`src/rtl/thp_pkg.sv`:
```
// Package for the transmit path overhead control register bank.
// Assumes one core clock domain; register port is a plain strobe bus.
package thp_pkg;

    // ------------------------------------------------------------------
    // Register offsets
    // ------------------------------------------------------------------
    localparam logic [7:0] ADDR_PATH_CFG   = 8'h71;  // Path configuration
    localparam logic [7:0] ADDR_LABEL     = 8'h72;  // Processor C2 byte
    localparam logic [7:0] ADDR_K3        = 8'h73;  // Processor K3 byte
    localparam logic [7:0] ADDR_RDI       = 8'h74;  // Processor RDI bits
    localparam logic [7:0] ADDR_TRACE_CTL = 8'h75;  // Trace string control
    localparam logic [7:0] ADDR_TRACE_DAT = 8'h76;  // Trace string data
    localparam logic [7:0] ADDR_SRC_CFG   = 8'h70;  // Source select bits

    // ------------------------------------------------------------------
    // Field positions, path configuration
    // ------------------------------------------------------------------
    localparam int CFG_MARKER   = 7;
    localparam int CFG_UNEQ     = 6;
    localparam int CFG_LEN      = 5;
    localparam int CFG_AIS      = 4;
    localparam int CFG_REI      = 3;
    localparam int CFG_RDI      = 2;
    // Source select register fields
    localparam int SRC_UNEQ_J1  = 7;
    localparam int SRC_K3       = 6;
    localparam int SRC_G1       = 5;
    localparam int SRC_C2       = 4;
    localparam int SRC_J1       = 3;
    localparam int SRC_PASS     = 2;
    // Trace control fields
    localparam int TCTL_ACC     = 1;
    localparam int TCTL_CLR     = 0;

    // ------------------------------------------------------------------
    // Reset values and constant bytes
    // ------------------------------------------------------------------
    localparam logic [7:0] RST_PATH_CFG = 8'h80;
    localparam logic [7:0] RST_SRC_CFG  = 8'h80;
    localparam logic [7:0] RST_LABEL    = 8'h01;
    localparam logic [7:0] RST_K3       = 8'h00;
    localparam logic [3:0] RST_RDI      = 4'h0;
    localparam logic       RST_ACC      = 1'b1;
    localparam logic [7:0] TRACE_IDLE   = 8'h01;
    localparam logic [7:0] ZERO_BYTE    = 8'h00;
    localparam logic [7:0] AIS_BYTE     = 8'hff;
    localparam logic [2:0] RDI_AIS_LOP  = 3'h5;
    localparam logic [2:0] RDI_LABEL    = 3'h4;
    localparam logic [2:0] RDI_CONN     = 3'h6;
    localparam logic [2:0] RDI_NONE     = 3'h0;
    localparam logic [5:0] LEN_SHORT    = 6'h0f;
    localparam logic [5:0] LEN_LONG     = 6'h3f;
    localparam logic [1:0] MFRAME_START = 2'h0;
    localparam logic [1:0] INV_ALWAYS   = 2'h2;
    localparam logic [1:0] INV_ONCE     = 2'h3;

    // ------------------------------------------------------------------
    // Carriers
    // ------------------------------------------------------------------
    // Alarm inputs from the receive side
    typedef struct packed {
        logic au_alarm_state;
        logic pointer_loss_state;
        logic rdi_on_label_mismatch_en;
        logic label_mismatch_state;
        logic rdi_on_unequipped_en;
        logic unequipped_state;
        logic trace_mismatch_state;
    } thp_alarm_t;

    // Frame-assembler timing and byte requests
    typedef struct packed {
        logic       frame_start;  // One-cycle pulse per frame
        logic [1:0] h4_phase;     // H4 bits 1:0 of this frame
        logic       j1_slot;      // J1 byte request
        logic       c2_slot;
        logic       g1_slot;
        logic       k3_slot;
        logic       b3_slot;
        logic       n1_slot;
        logic       other_slot;   // Any other path byte
        logic [7:0] b3_calc;      // Computed B3 parity
        logic [7:0] pass_byte;    // Received byte for pass-through
        logic [7:0] serial_byte;  // Byte from overhead serial input
        logic [3:0] rei_count;    // Received B3 error feedback
    } thp_slot_t;

    // Whole module state
    typedef struct packed {
        logic [7:0] path_cfg;
        logic [7:0] src_cfg;
        logic [7:0] label;
        logic [7:0] k3;
        logic [3:0] rdi;
        logic       acc;
        logic       clr_last;
        logic [5:0] ptr;
        logic       inv_once_done;
        logic [7:0] rd_data;
        logic [7:0] oh_byte;
        logic       oh_valid;
        logic       marker;
        logic       marker_second;
        logic       path_ais;
    } thp_state_t;

endpackage : thp_pkg
```
`src/rtl/thp_ctrl.sv`:
```
// Transmit path overhead control: registers, trace store and byte muxing.
// Assumes frame slot strobes from a transmit assembler on core_clk.
`timescale 1ns/1ps

// Function
// Marker bit clear: single J1 pulse each frame
// Marker bit set: double pulse at multiframe start
// Unequipped: C2 N1 zero, valid B3
// Trace length 16 or 64 bytes
// Force AIS when all overhead passes through
// REI source: hardware feedback or zeros
// Hardware RDI: AIS or LOP gives 101
// Hardware RDI: label mismatch gives 100
// Hardware RDI: unequipped/trace mismatch 110, else 000
// Processor RDI and spare bit into G1
// B3 inversion: none, always, one frame
// Processor C2 byte, reset 01
// Processor K3 byte, reset 00
// Access off: transmitter advances trace pointer
// Access on: processor advances pointer, send 01
// Pointer clears on rising clear bit
// Software moves trace string one byte each
// G1 source select: serial input or internal
// Unequipped J1 zero when configured
// One trace byte per frame, wrapping pointer
module thp_ctrl
    import thp_pkg::*;
(
    // Clock and reset
    input  wire logic       core_clk,
    input  wire logic       nrst,
    // Register port
    input  wire logic [7:0] reg_addr,
    input  wire logic [7:0] reg_wdata,
    input  wire logic       reg_wr,
    input  wire logic       reg_rd,
    output logic      [7:0] reg_rdata,
    // Receive-side alarm status
    input  wire thp_alarm_t alarm_in,
    // Frame assembler side
    input  wire thp_slot_t  slot_in,
    output logic      [7:0] oh_byte,
    output logic            oh_valid,
    output logic            frame_marker_out,
    output logic            path_ais_out
);

    // ------------------------------------------------------------------
    // Reset synchroniser
    // ------------------------------------------------------------------
    logic [1:0] rst_sync_reg;  // Two-stage release
    logic       rst_n;         // Synchronised reset

    // Release reset two edges after nrst rises
    always_ff @(posedge core_clk or negedge nrst) begin
        if (!nrst) begin
            rst_sync_reg <= 2'h0;
        end else begin
            rst_sync_reg <= {rst_sync_reg[0], 1'b1};
        end
    end
    assign rst_n = rst_sync_reg[1];

    // ------------------------------------------------------------------
    // Storage and state
    // ------------------------------------------------------------------
    logic [7:0] trace_mem [64];  // Trace string store
    thp_state_t st_reg;          // Registered state
    thp_state_t st_next;         // Next state

    // Decoded strobes
    logic       wr_trace;        // Processor write of string byte
    logic       rd_trace;        // Processor read of string byte
    logic       clr_rise;        // Pointer clear edge
    logic [5:0] ptr_wrap;        // Last pointer value
    logic [7:0] trace_byte;      // Byte at pointer
    logic [7:0] g1_internal;     // Internally built G1
    logic [2:0] rdi_hw;          // Hardware RDI code
    logic       pass_all;        // All overhead passes through
    logic       unequip;         // Unequipped transmission

    // Address match helper
    function automatic logic hit(input logic [7:0] a, input logic [7:0] ref_a);
        hit = (a == ref_a);
    endfunction : hit

    assign wr_trace   = reg_wr && hit(reg_addr, ADDR_TRACE_DAT);
    assign rd_trace   = reg_rd && hit(reg_addr, ADDR_TRACE_DAT);
    assign clr_rise   = reg_wr && hit(reg_addr, ADDR_TRACE_CTL)
                        && reg_wdata[TCTL_CLR] && !st_reg.clr_last;
    assign ptr_wrap   = st_reg.path_cfg[CFG_LEN] ? LEN_LONG : LEN_SHORT;
    assign trace_byte = trace_mem[st_reg.ptr];
    assign pass_all   = st_reg.src_cfg[SRC_PASS];
    assign unequip    = st_reg.path_cfg[CFG_UNEQ];

    // ------------------------------------------------------------------
    // Trace string store
    // ------------------------------------------------------------------
    // Processor writes one byte at the pointer
    always_ff @(posedge core_clk) begin
        if (wr_trace) begin
            trace_mem[st_reg.ptr] <= reg_wdata;
        end
    end

    // ------------------------------------------------------------------
    // G1 assembly
    // ------------------------------------------------------------------
    // Hardware RDI priority chain
    always_comb begin
        if (alarm_in.au_alarm_state || alarm_in.pointer_loss_state) begin
            rdi_hw = RDI_AIS_LOP;
        end else if (alarm_in.rdi_on_label_mismatch_en
                     && alarm_in.label_mismatch_state) begin
            rdi_hw = RDI_LABEL;
        end else if ((alarm_in.rdi_on_unequipped_en && alarm_in.unequipped_state)
                     || alarm_in.trace_mismatch_state) begin
            rdi_hw = RDI_CONN;
        end else begin
            rdi_hw = RDI_NONE;
        end
    end

    // REI nibble and RDI/spare nibble
    always_comb begin
        g1_internal[7:4] = st_reg.path_cfg[CFG_REI] ? 4'h0 : slot_in.rei_count;
        if (st_reg.path_cfg[CFG_RDI]) begin
            g1_internal[3:0] = st_reg.rdi;
        end else begin
            g1_internal[3:0] = {rdi_hw, 1'b0};
        end
    end

    // ------------------------------------------------------------------
    // Next-state logic
    // ------------------------------------------------------------------
    always_comb begin
        st_next          = st_reg;
        st_next.oh_valid = 1'b0;
        st_next.marker   = 1'b0;

        // Register writes
        if (reg_wr) begin
            case (reg_addr)
                ADDR_PATH_CFG: st_next.path_cfg = reg_wdata;
                ADDR_SRC_CFG:  st_next.src_cfg  = reg_wdata;
                ADDR_LABEL:    st_next.label    = reg_wdata;
                ADDR_K3:       st_next.k3       = reg_wdata;
                ADDR_RDI:      st_next.rdi      = reg_wdata[3:0];
                ADDR_TRACE_CTL: begin
                    st_next.acc      = reg_wdata[TCTL_ACC];
                    st_next.clr_last = reg_wdata[TCTL_CLR];
                end
                default: ;
            endcase
        end

        // Read data, unmapped reads return zero
        st_next.rd_data = ZERO_BYTE;
        if (reg_rd) begin
            case (reg_addr)
                ADDR_PATH_CFG:  st_next.rd_data = st_reg.path_cfg;
                ADDR_SRC_CFG:   st_next.rd_data = st_reg.src_cfg;
                ADDR_LABEL:     st_next.rd_data = st_reg.label;
                ADDR_K3:        st_next.rd_data = st_reg.k3;
                ADDR_RDI:       st_next.rd_data = {4'h0, st_reg.rdi};
                ADDR_TRACE_DAT: st_next.rd_data = trace_byte;
                default:        st_next.rd_data = ZERO_BYTE;
            endcase
        end

        // Trace pointer movement
        if (clr_rise) begin
            st_next.ptr = 6'h0;
        end else if (st_reg.acc && (wr_trace || rd_trace)) begin
            st_next.ptr = (st_reg.ptr >= ptr_wrap) ? 6'h0 : st_reg.ptr + 6'h1;
        end else if (!st_reg.acc && slot_in.j1_slot) begin
            st_next.ptr = (st_reg.ptr >= ptr_wrap) ? 6'h0 : st_reg.ptr + 6'h1;
        end

        // Frame marker: single pulse at J1, second pulse at multiframe start
        if (slot_in.j1_slot) begin
            st_next.marker        = 1'b1;
            st_next.marker_second = st_reg.path_cfg[CFG_MARKER]
                                    && (slot_in.h4_phase == MFRAME_START);
        end else if (st_reg.marker_second && !st_reg.marker) begin
            // Second pulse after one low cycle, then disarm
            st_next.marker        = 1'b1;
            st_next.marker_second = 1'b0;
        end

        // Single-frame B3 inversion tracking
        if (st_reg.path_cfg[1:0] != INV_ONCE) begin
            st_next.inv_once_done = 1'b0;
        end else if (slot_in.b3_slot) begin
            st_next.inv_once_done = 1'b1;
        end

        // Path AIS request
        st_next.path_ais = pass_all && st_reg.path_cfg[CFG_AIS];

        // Overhead byte selection
        if (slot_in.j1_slot) begin
            st_next.oh_valid = 1'b1;
            if (pass_all) begin
                st_next.oh_byte = slot_in.pass_byte;
            end else if (unequip && st_reg.src_cfg[SRC_UNEQ_J1]) begin
                st_next.oh_byte = ZERO_BYTE;
            end else if (st_reg.src_cfg[SRC_J1]) begin
                st_next.oh_byte = slot_in.serial_byte;
            end else if (st_reg.acc) begin
                st_next.oh_byte = TRACE_IDLE;
            end else begin
                st_next.oh_byte = trace_byte;
            end
        end else if (slot_in.c2_slot) begin
            st_next.oh_valid = 1'b1;
            if (pass_all) begin
                st_next.oh_byte = slot_in.pass_byte;
            end else if (unequip) begin
                st_next.oh_byte = ZERO_BYTE;
            end else if (st_reg.src_cfg[SRC_C2]) begin
                st_next.oh_byte = slot_in.serial_byte;
            end else begin
                st_next.oh_byte = st_reg.label;
            end
        end else if (slot_in.n1_slot) begin
            st_next.oh_valid = 1'b1;
            st_next.oh_byte  = (unequip && !pass_all) ? ZERO_BYTE : slot_in.pass_byte;
        end else if (slot_in.g1_slot) begin
            st_next.oh_valid = 1'b1;
            if (pass_all) begin
                st_next.oh_byte = slot_in.pass_byte;
            end else if (st_reg.src_cfg[SRC_G1]) begin
                st_next.oh_byte = slot_in.serial_byte;
            end else begin
                st_next.oh_byte = g1_internal;
            end
        end else if (slot_in.k3_slot) begin
            st_next.oh_valid = 1'b1;
            if (pass_all) begin
                st_next.oh_byte = slot_in.pass_byte;
            end else if (st_reg.src_cfg[SRC_K3]) begin
                st_next.oh_byte = slot_in.serial_byte;
            end else begin
                st_next.oh_byte = st_reg.k3;
            end
        end else if (slot_in.b3_slot) begin
            st_next.oh_valid = 1'b1;
            // Parity always recomputed, so unequipped B3 stays valid
            if (st_reg.path_cfg[1:0] == INV_ALWAYS
                || (st_reg.path_cfg[1:0] == INV_ONCE && !st_reg.inv_once_done)) begin
                st_next.oh_byte = ~slot_in.b3_calc;
            end else begin
                st_next.oh_byte = slot_in.b3_calc;
            end
        end else if (slot_in.other_slot) begin
            st_next.oh_valid = 1'b1;
            st_next.oh_byte  = slot_in.pass_byte;
        end

        // AIS overrides every path byte
        if (st_reg.path_ais && st_next.oh_valid) begin
            st_next.oh_byte = AIS_BYTE;
        end
    end

    // ------------------------------------------------------------------
    // State register
    // ------------------------------------------------------------------
    always_ff @(posedge core_clk or negedge rst_n) begin
        if (!rst_n) begin
            st_reg               <= '0;
            st_reg.path_cfg      <= RST_PATH_CFG;
            st_reg.src_cfg       <= RST_SRC_CFG;
            st_reg.label         <= RST_LABEL;
            st_reg.k3            <= RST_K3;
            st_reg.rdi           <= RST_RDI;
            st_reg.acc           <= RST_ACC;
        end else begin
            st_reg <= st_next;
        end
    end

    // ------------------------------------------------------------------
    // Outputs
    // ------------------------------------------------------------------
    assign reg_rdata        = st_reg.rd_data;
    assign oh_byte          = st_reg.oh_byte;
    assign oh_valid         = st_reg.oh_valid;
    assign frame_marker_out = st_reg.marker;
    assign path_ais_out     = st_reg.path_ais;

endmodule : thp_ctrl

```
`config.mk`:
```
export PLATFORM = sky130hd
export DESIGN_NAME = thp_ctrl
export DESIGN_NICKNAME = d
export VERILOG_FILES = /design/src/rtl/thp_pkg.sv /design/src/rtl/thp_ctrl.sv
export SDC_FILE = /design/constraint.sdc
export NUM_CORES = 1
export LEC_CHECK = 0
export CAP_MARGIN = 20
export CORE_UTILIZATION = 60
export CTS_CLUSTER_SIZE = 25
export DETAILED_ROUTE_END_ITERATION = 8
export DONT_BUFFER_PORTS = 1
export HOLD_SLACK_MARGIN = 0.08
export PLACE_DENSITY_LB_ADDON = 0.12
export SLEW_MARGIN = 20
export SYNTH_ARGS = -nofsm -noshare
export SYNTH_HDL_FRONTEND = slang
export SYNTH_SLANG_ARGS = --single-unit
```
`constraint.sdc`:
```
create_clock -name core_clk -period 2.7 [get_ports core_clk]
set_input_delay 0.405 -clock core_clk [delete_from_list [all_inputs] [get_ports core_clk]]
set_output_delay 0.405 -clock core_clk [all_outputs]
set_load 0.1 [all_outputs]
```
* Word-level counts from Yosys, hierarchy flattened *
Memories as Yosys holds them, arrays and structs flattened.
Cells that the tools add are included.

operators by class
  add/sub/neg operators = 1
  multiply operators = 0
  div/mod/pow operators = 0
  order comparisons = 1
  equal/unequal tests = 10
  shifts and indexed selects = 0
  mux-type cells = 39
  bitwise operators = 1
  reduce and logical (&&, ||, !) cells = 36

operators by type and width
  cell                                                 count
  two-way mux 8 bit                                    15
  two-way mux 9 bit                                    7
  equality test 8 x 7 -> 1 bit, second input constant  7
  case mux 8 bit (6 select lines)                      1
  two-way mux 6 bit                                    5
  logical AND 1 bit                                    16
  AND reduction 2 bit                                  6
  two-way mux 3 bit                                    3
  two-way mux 4 bit                                    2
  inverter 8 bit                                       1
  nonzero test 8 bit                                   1
  adder 6 x 1 -> 6 bit, second input constant          1
  >= comparator 6 bit                                  1
  logical NOT 1 bit                                    5
  equality test 2 bit, second input constant           2
  logical OR 1 bit                                     4
  two-way mux 1 bit                                    4
  two-way mux 2 bit                                    2
  nonzero test 2 bit                                   2
  nonzero test 3 bit                                   1
  logical NOT 2 bit                                    1
  inequality test 2 bit, second input constant         1

storage, ports and cells
  bits in registers = 67
  latch bits = 0
  memory bits (writable) = 512
  bits in read-only memories = 0
  output and inout port bits = 19
  memories = 1

memories
  name       depth  width  rd ports  clocked after Yosys merged registers in  write ports  RTL line        text
  trace_mem  64     8      1         0                                        1            thp_ctrl.sv:67  logic [7:0] trace_mem [64];

* Logic depth before layout (Yosys ltp) *
  depth after elaboration = 14
  gate-level depth with buffers = 11
  gate-level depth less buffers = 8

* Least setup slack after synthesis *
OpenSTA, ideal clock, no wires.

  path type = input to register
  start = input port reg_addr[7]
  end = memory trace_mem[56][0] (enable)
  library setup time = 370 ps
  arrival = 2172 ps
  slack = 158 ps
  stages on the path = 7
  path buffers = 1
  path through = nand4b_1 > nor3_1 > and4_1 > clkbuf_1 > and2_1 > nand2_1 > nor2_1

between the ends
  longest elaborated chain between the ends = 4

RTL lines
  what                                     RTL line         text
  from (decl)                              thp_ctrl.sv:33   input wire logic [7:0] reg_addr,
  equality test 8 x 7 -> 1 bit             thp_ctrl.sv:84   hit = (a == ref_a);
  logical AND 1 bit                        thp_ctrl.sv:87   assign wr_trace = reg_wr && hit(reg_addr, ADDR_TRACE_DAT);
  two-way mux 1 bit                        thp_ctrl.sv:101  if (wr_trace) begin
  two-way mux 1 bit (implied by the code)  thp_ctrl.sv:102  trace_mem[st_reg.ptr] <= reg_wdata;
  to (decl)                                thp_ctrl.sv:67

No other way between the ends.

==> flow_summary.ini <==
[floorplan]
io_pins = 84
dieWidth_um = 202.2
initial_core_util_pct = 61.53
core_um2 = 39100
dieArea_um2 = 40900
die_y_um = 202.2
fp-row-count = 72

[final_layout]
antenna_cells = 0
finalNetCount = 1927
instances_no_fill = 2422
fillCellCount = 2260
utilization_pct = 75.84
areaGrowthSynthToFinish_pct = 23.27
largest_reg_flops = 512
drive_gt1_share_pct = 33.35

[global_routing]
grt_max_degree = 71
grt_pass1_vias = 16550
grt_pass1_wl_um = 110300
antenna_found_initial = 0
track_usage_pct = 37.44
overflow = 0

[synth]
async_flop_share_pct = 11.57
synth_area_um2 = 24060
synth_edf_count = 512
avgSynthCellArea_um2 = 15.31
yosys_most_used_dff = edfxtp_1
synth.largest_area_cell = edfxtp_1
ys_seq_elements = 579
synth_commonest_cells = edfxtp_1 (512), nor2_1 (114), a221oi_1 (97)
synth_fp_nets = 1639
synth_top_area_share_pct = 63.91
synthCells = 1571
synth_area_leaders = edfxtp_1 (64%), dfrtp_1 (6.6%), mux2_2 (3.8%)
synth.most_common_cell = edfxtp_1
synth_seq_area_share_pct = 70.90
synth_warnings = 0
ys_types = 81

[timing]
rsz0062_at_grt = yes
setup_ws_ns = -0.1787
drv_slew = 0
period_needed_ns = 2.879
period_share_pct = 106.6
max_freq_mhz = 347.4
fin_skew_ns = 0.01713
slew_headroom_pct = 33.32
setup_viol = 16
hold_viol = 0
tightest_slew_ns = 1.001

[power]
p_leak_nw = 10.49
combPwrFrac_pct = 34.2
sw_frac_of_total_pct = 33.52
total_power_mw = 28.41
p_sw_mw = 9.523
vdd_drop_max_v = 0.001094
powerDensity_nw_per_um2 = 958.2
p_seq_share_pct = 37.1
p_clk_share_pct = 28.7
p_int_mw = 18.89

[placement]
numPortBuffers = 0
gp_congestion = 0.9748
placed_cells = 2259
dp_hpwl_um = 48020

[clock_tree]
cts.reportedPaths.clkPinSlew_ns = 0.07
clockBufferDepth = 3
numCtsBuffers = 56
cts_tree = yes
clock_sinks = 579
htreeDepth = 2
root_buffer = clkbuf_16
clock_latency_ns = 0.61

[critical_path]
crit_path_max_fanout = 6
critPathArrivalTime_ns = 3.34
cp-start-kind = flip-flop
required_ns = 3.16
setup.worst_path.start = st_reg[22]$_DFFE_PN0P_
critPathKind = reg2reg
worstSetupEndpointType = flip-flop
r2r_start = st_reg[22]$_DFFE_PN0P_

[min_path]
min_from = slot_in[34]
holdCritPathClass = in2reg

[detailed_routing]
firstDrtPassIters = 8
vias = 17020
ant_nets = 0
routed_wirelength_um = 76070
wire_per_inst_um = 31.41
drc_errors = 0
avgViaCountPerCell = 7.026
drt_iter0_markers = 2769

[run]
cap_violations = 0

[status]
status = finished, violations left
violations = negative setup slack
## what timing repair did
action,4_1_cts,5_1_grt
hold buffers,16,0
endpoints found under the setup margin,46,16
buffers inserted,36,8
pin swaps,31,31
resized for setup,84,44
endpoints found under the hold margin,561,0
gates cloned,2,0
## power by group through the flow
| stage | Clock, mW | Sequential, mW | Combinational [mW] |
|---|---|---|---|
| floorplan | 0 | 10.1 | 4.52 |
| global placement | 0 | 10.8 | 7.50 |
| detailed placement | 0 | 10.8 | 7.58 |
| CTS | 8.17 | 10.5 | 8.96 |
| global route | 8.53 | 10.5 | 9.93 |
| finish | 8.16 | 10.5 | 9.72 |
## worst max-delay path, cell delays in order, from the launching register on
cell	delay, ns
dfrtp_4	0.53
buf_6	0.19
mux2_2	0.38
a221oi_4	0.25
o22ai_2	0.16
buf_4	0.16
a22oi_2	0.26
buf_4	0.16
o21ai_1	0.06
nor4_2	0.39
o22ai_1	0.17
## cell usage in the layout, fill, tap and decap left out, types with 7 or more instances in the layout
master / synthesis / routed
edfxtp_1: 512 / 512
buf_4: 20 / 290
nor2_1: 114 / 110
mux2_2: 82 / 82
nand2_1: 77 / 77
a221oi_1: 97 / 76
a22oi_1: 74 / 63
dfrtp_1: 63 / 59
clkbuf_16: 0 / 57
mux2i_1: 39 / 39
o21ai_0: 46 / 38
a21oi_1: 38 / 32
o22ai_1: 29 / 24
a221oi_2: 5 / 21
buf_12: 0 / 21
a31oi_1: 19 / 18
buf_6: 7 / 17
mux4_2: 16 / 16
clkinv_1: 3 / 15
nand3_1: 15 / 14
o211ai_1: 14 / 14
nor3_1: 14 / 12
a22oi_2: 0 / 11
a222oi_1: 11 / 11
a22o_1: 10 / 10
bufinv_16: 0 / 9
nor2b_1: 13 / 8
o21ai_1: 3 / 8
xor2_1: 8 / 8
clkinv_2: 0 / 8
dlygate4sd3_1: 0 / 8
buf_16: 0 / 8
nor2b_4: 0 / 7
inv_1: 7 / 7
nand2b_1: 7 / 7
a21boi_0: 7 / 7
clkbuf_1: 44 / 7
## through the flow
step           hold WS (ns)  area [µm²]  TNS [ns]  setup slack, ns
2_1_floorplan        0.1094       24060         0           0.1579
3_3_place_gp         0.1095       26460    -4.415          -0.5437
3_5_place_dp         0.1095       26460    -5.180          -0.5485
4_1_cts             0.08505       29380   -0.6262         -0.08965
5_1_grt              0.1024       29650    -1.815          -0.1753
6_report            0.09831       29650    -1.786          -0.1787
## final cells by class
class	instances	area, µm²	share of cell area, %
sequential	579	17070	57.55
multi-input combinational	863	6850	23.10
timing repair buffer	348	3149	10.62
clock buffer	66	1480	4.992
tap	518	648.1	2.186
clock inverter	37	415.4	1.401
inverter	11	43.79	0.1477
## worst paths after layout
path,end,slack [ns],depth (start not counted)
worst max-delay path,reg_rdata[3]$_DFF_PN0_,-0.18,10
worst min-delay path,oh_byte[7]$_DFFE_PN0P_,0.1,2
worst max register to register,reg_rdata[3]$_DFF_PN0_,-0.18,10
worst min register to register,st_reg[59]$_DFFE_PN0P_,0.35,0
max in group asynchronous,st_reg[28]$_DFFE_PN1N_,1.59,1
min in group asynchronous,st_reg[59]$_DFFE_PN0P_,0.35,0
## layer usage
metal | part of all wire, % | up-vias | global-route usage, %
met2 | 45 | 1397 | 56.32
met1 | 37 | 8431 | 52.50
met5 | 0 | - | 0
li1 | - | 6926 | -
met4 | 5.5 | 0 | 17.51
met3 | 13 | 263 | 8.384
## cells by family after synthesis
group                      count (synthesis)  synth area share (%)
DFF                                      579                 70.90
adders and majority gates                  3                0.1561
other                                      1               0.01559
AOI/OAI and AO/OA                        411                 12.83
muxes                                    139                 7.084
and+or+nand+nor                          299                 5.940
xor gates and xnor gates                   8                0.2913
buffers and inverters                    131                 2.777
Power figures use the tool's default switching activity.
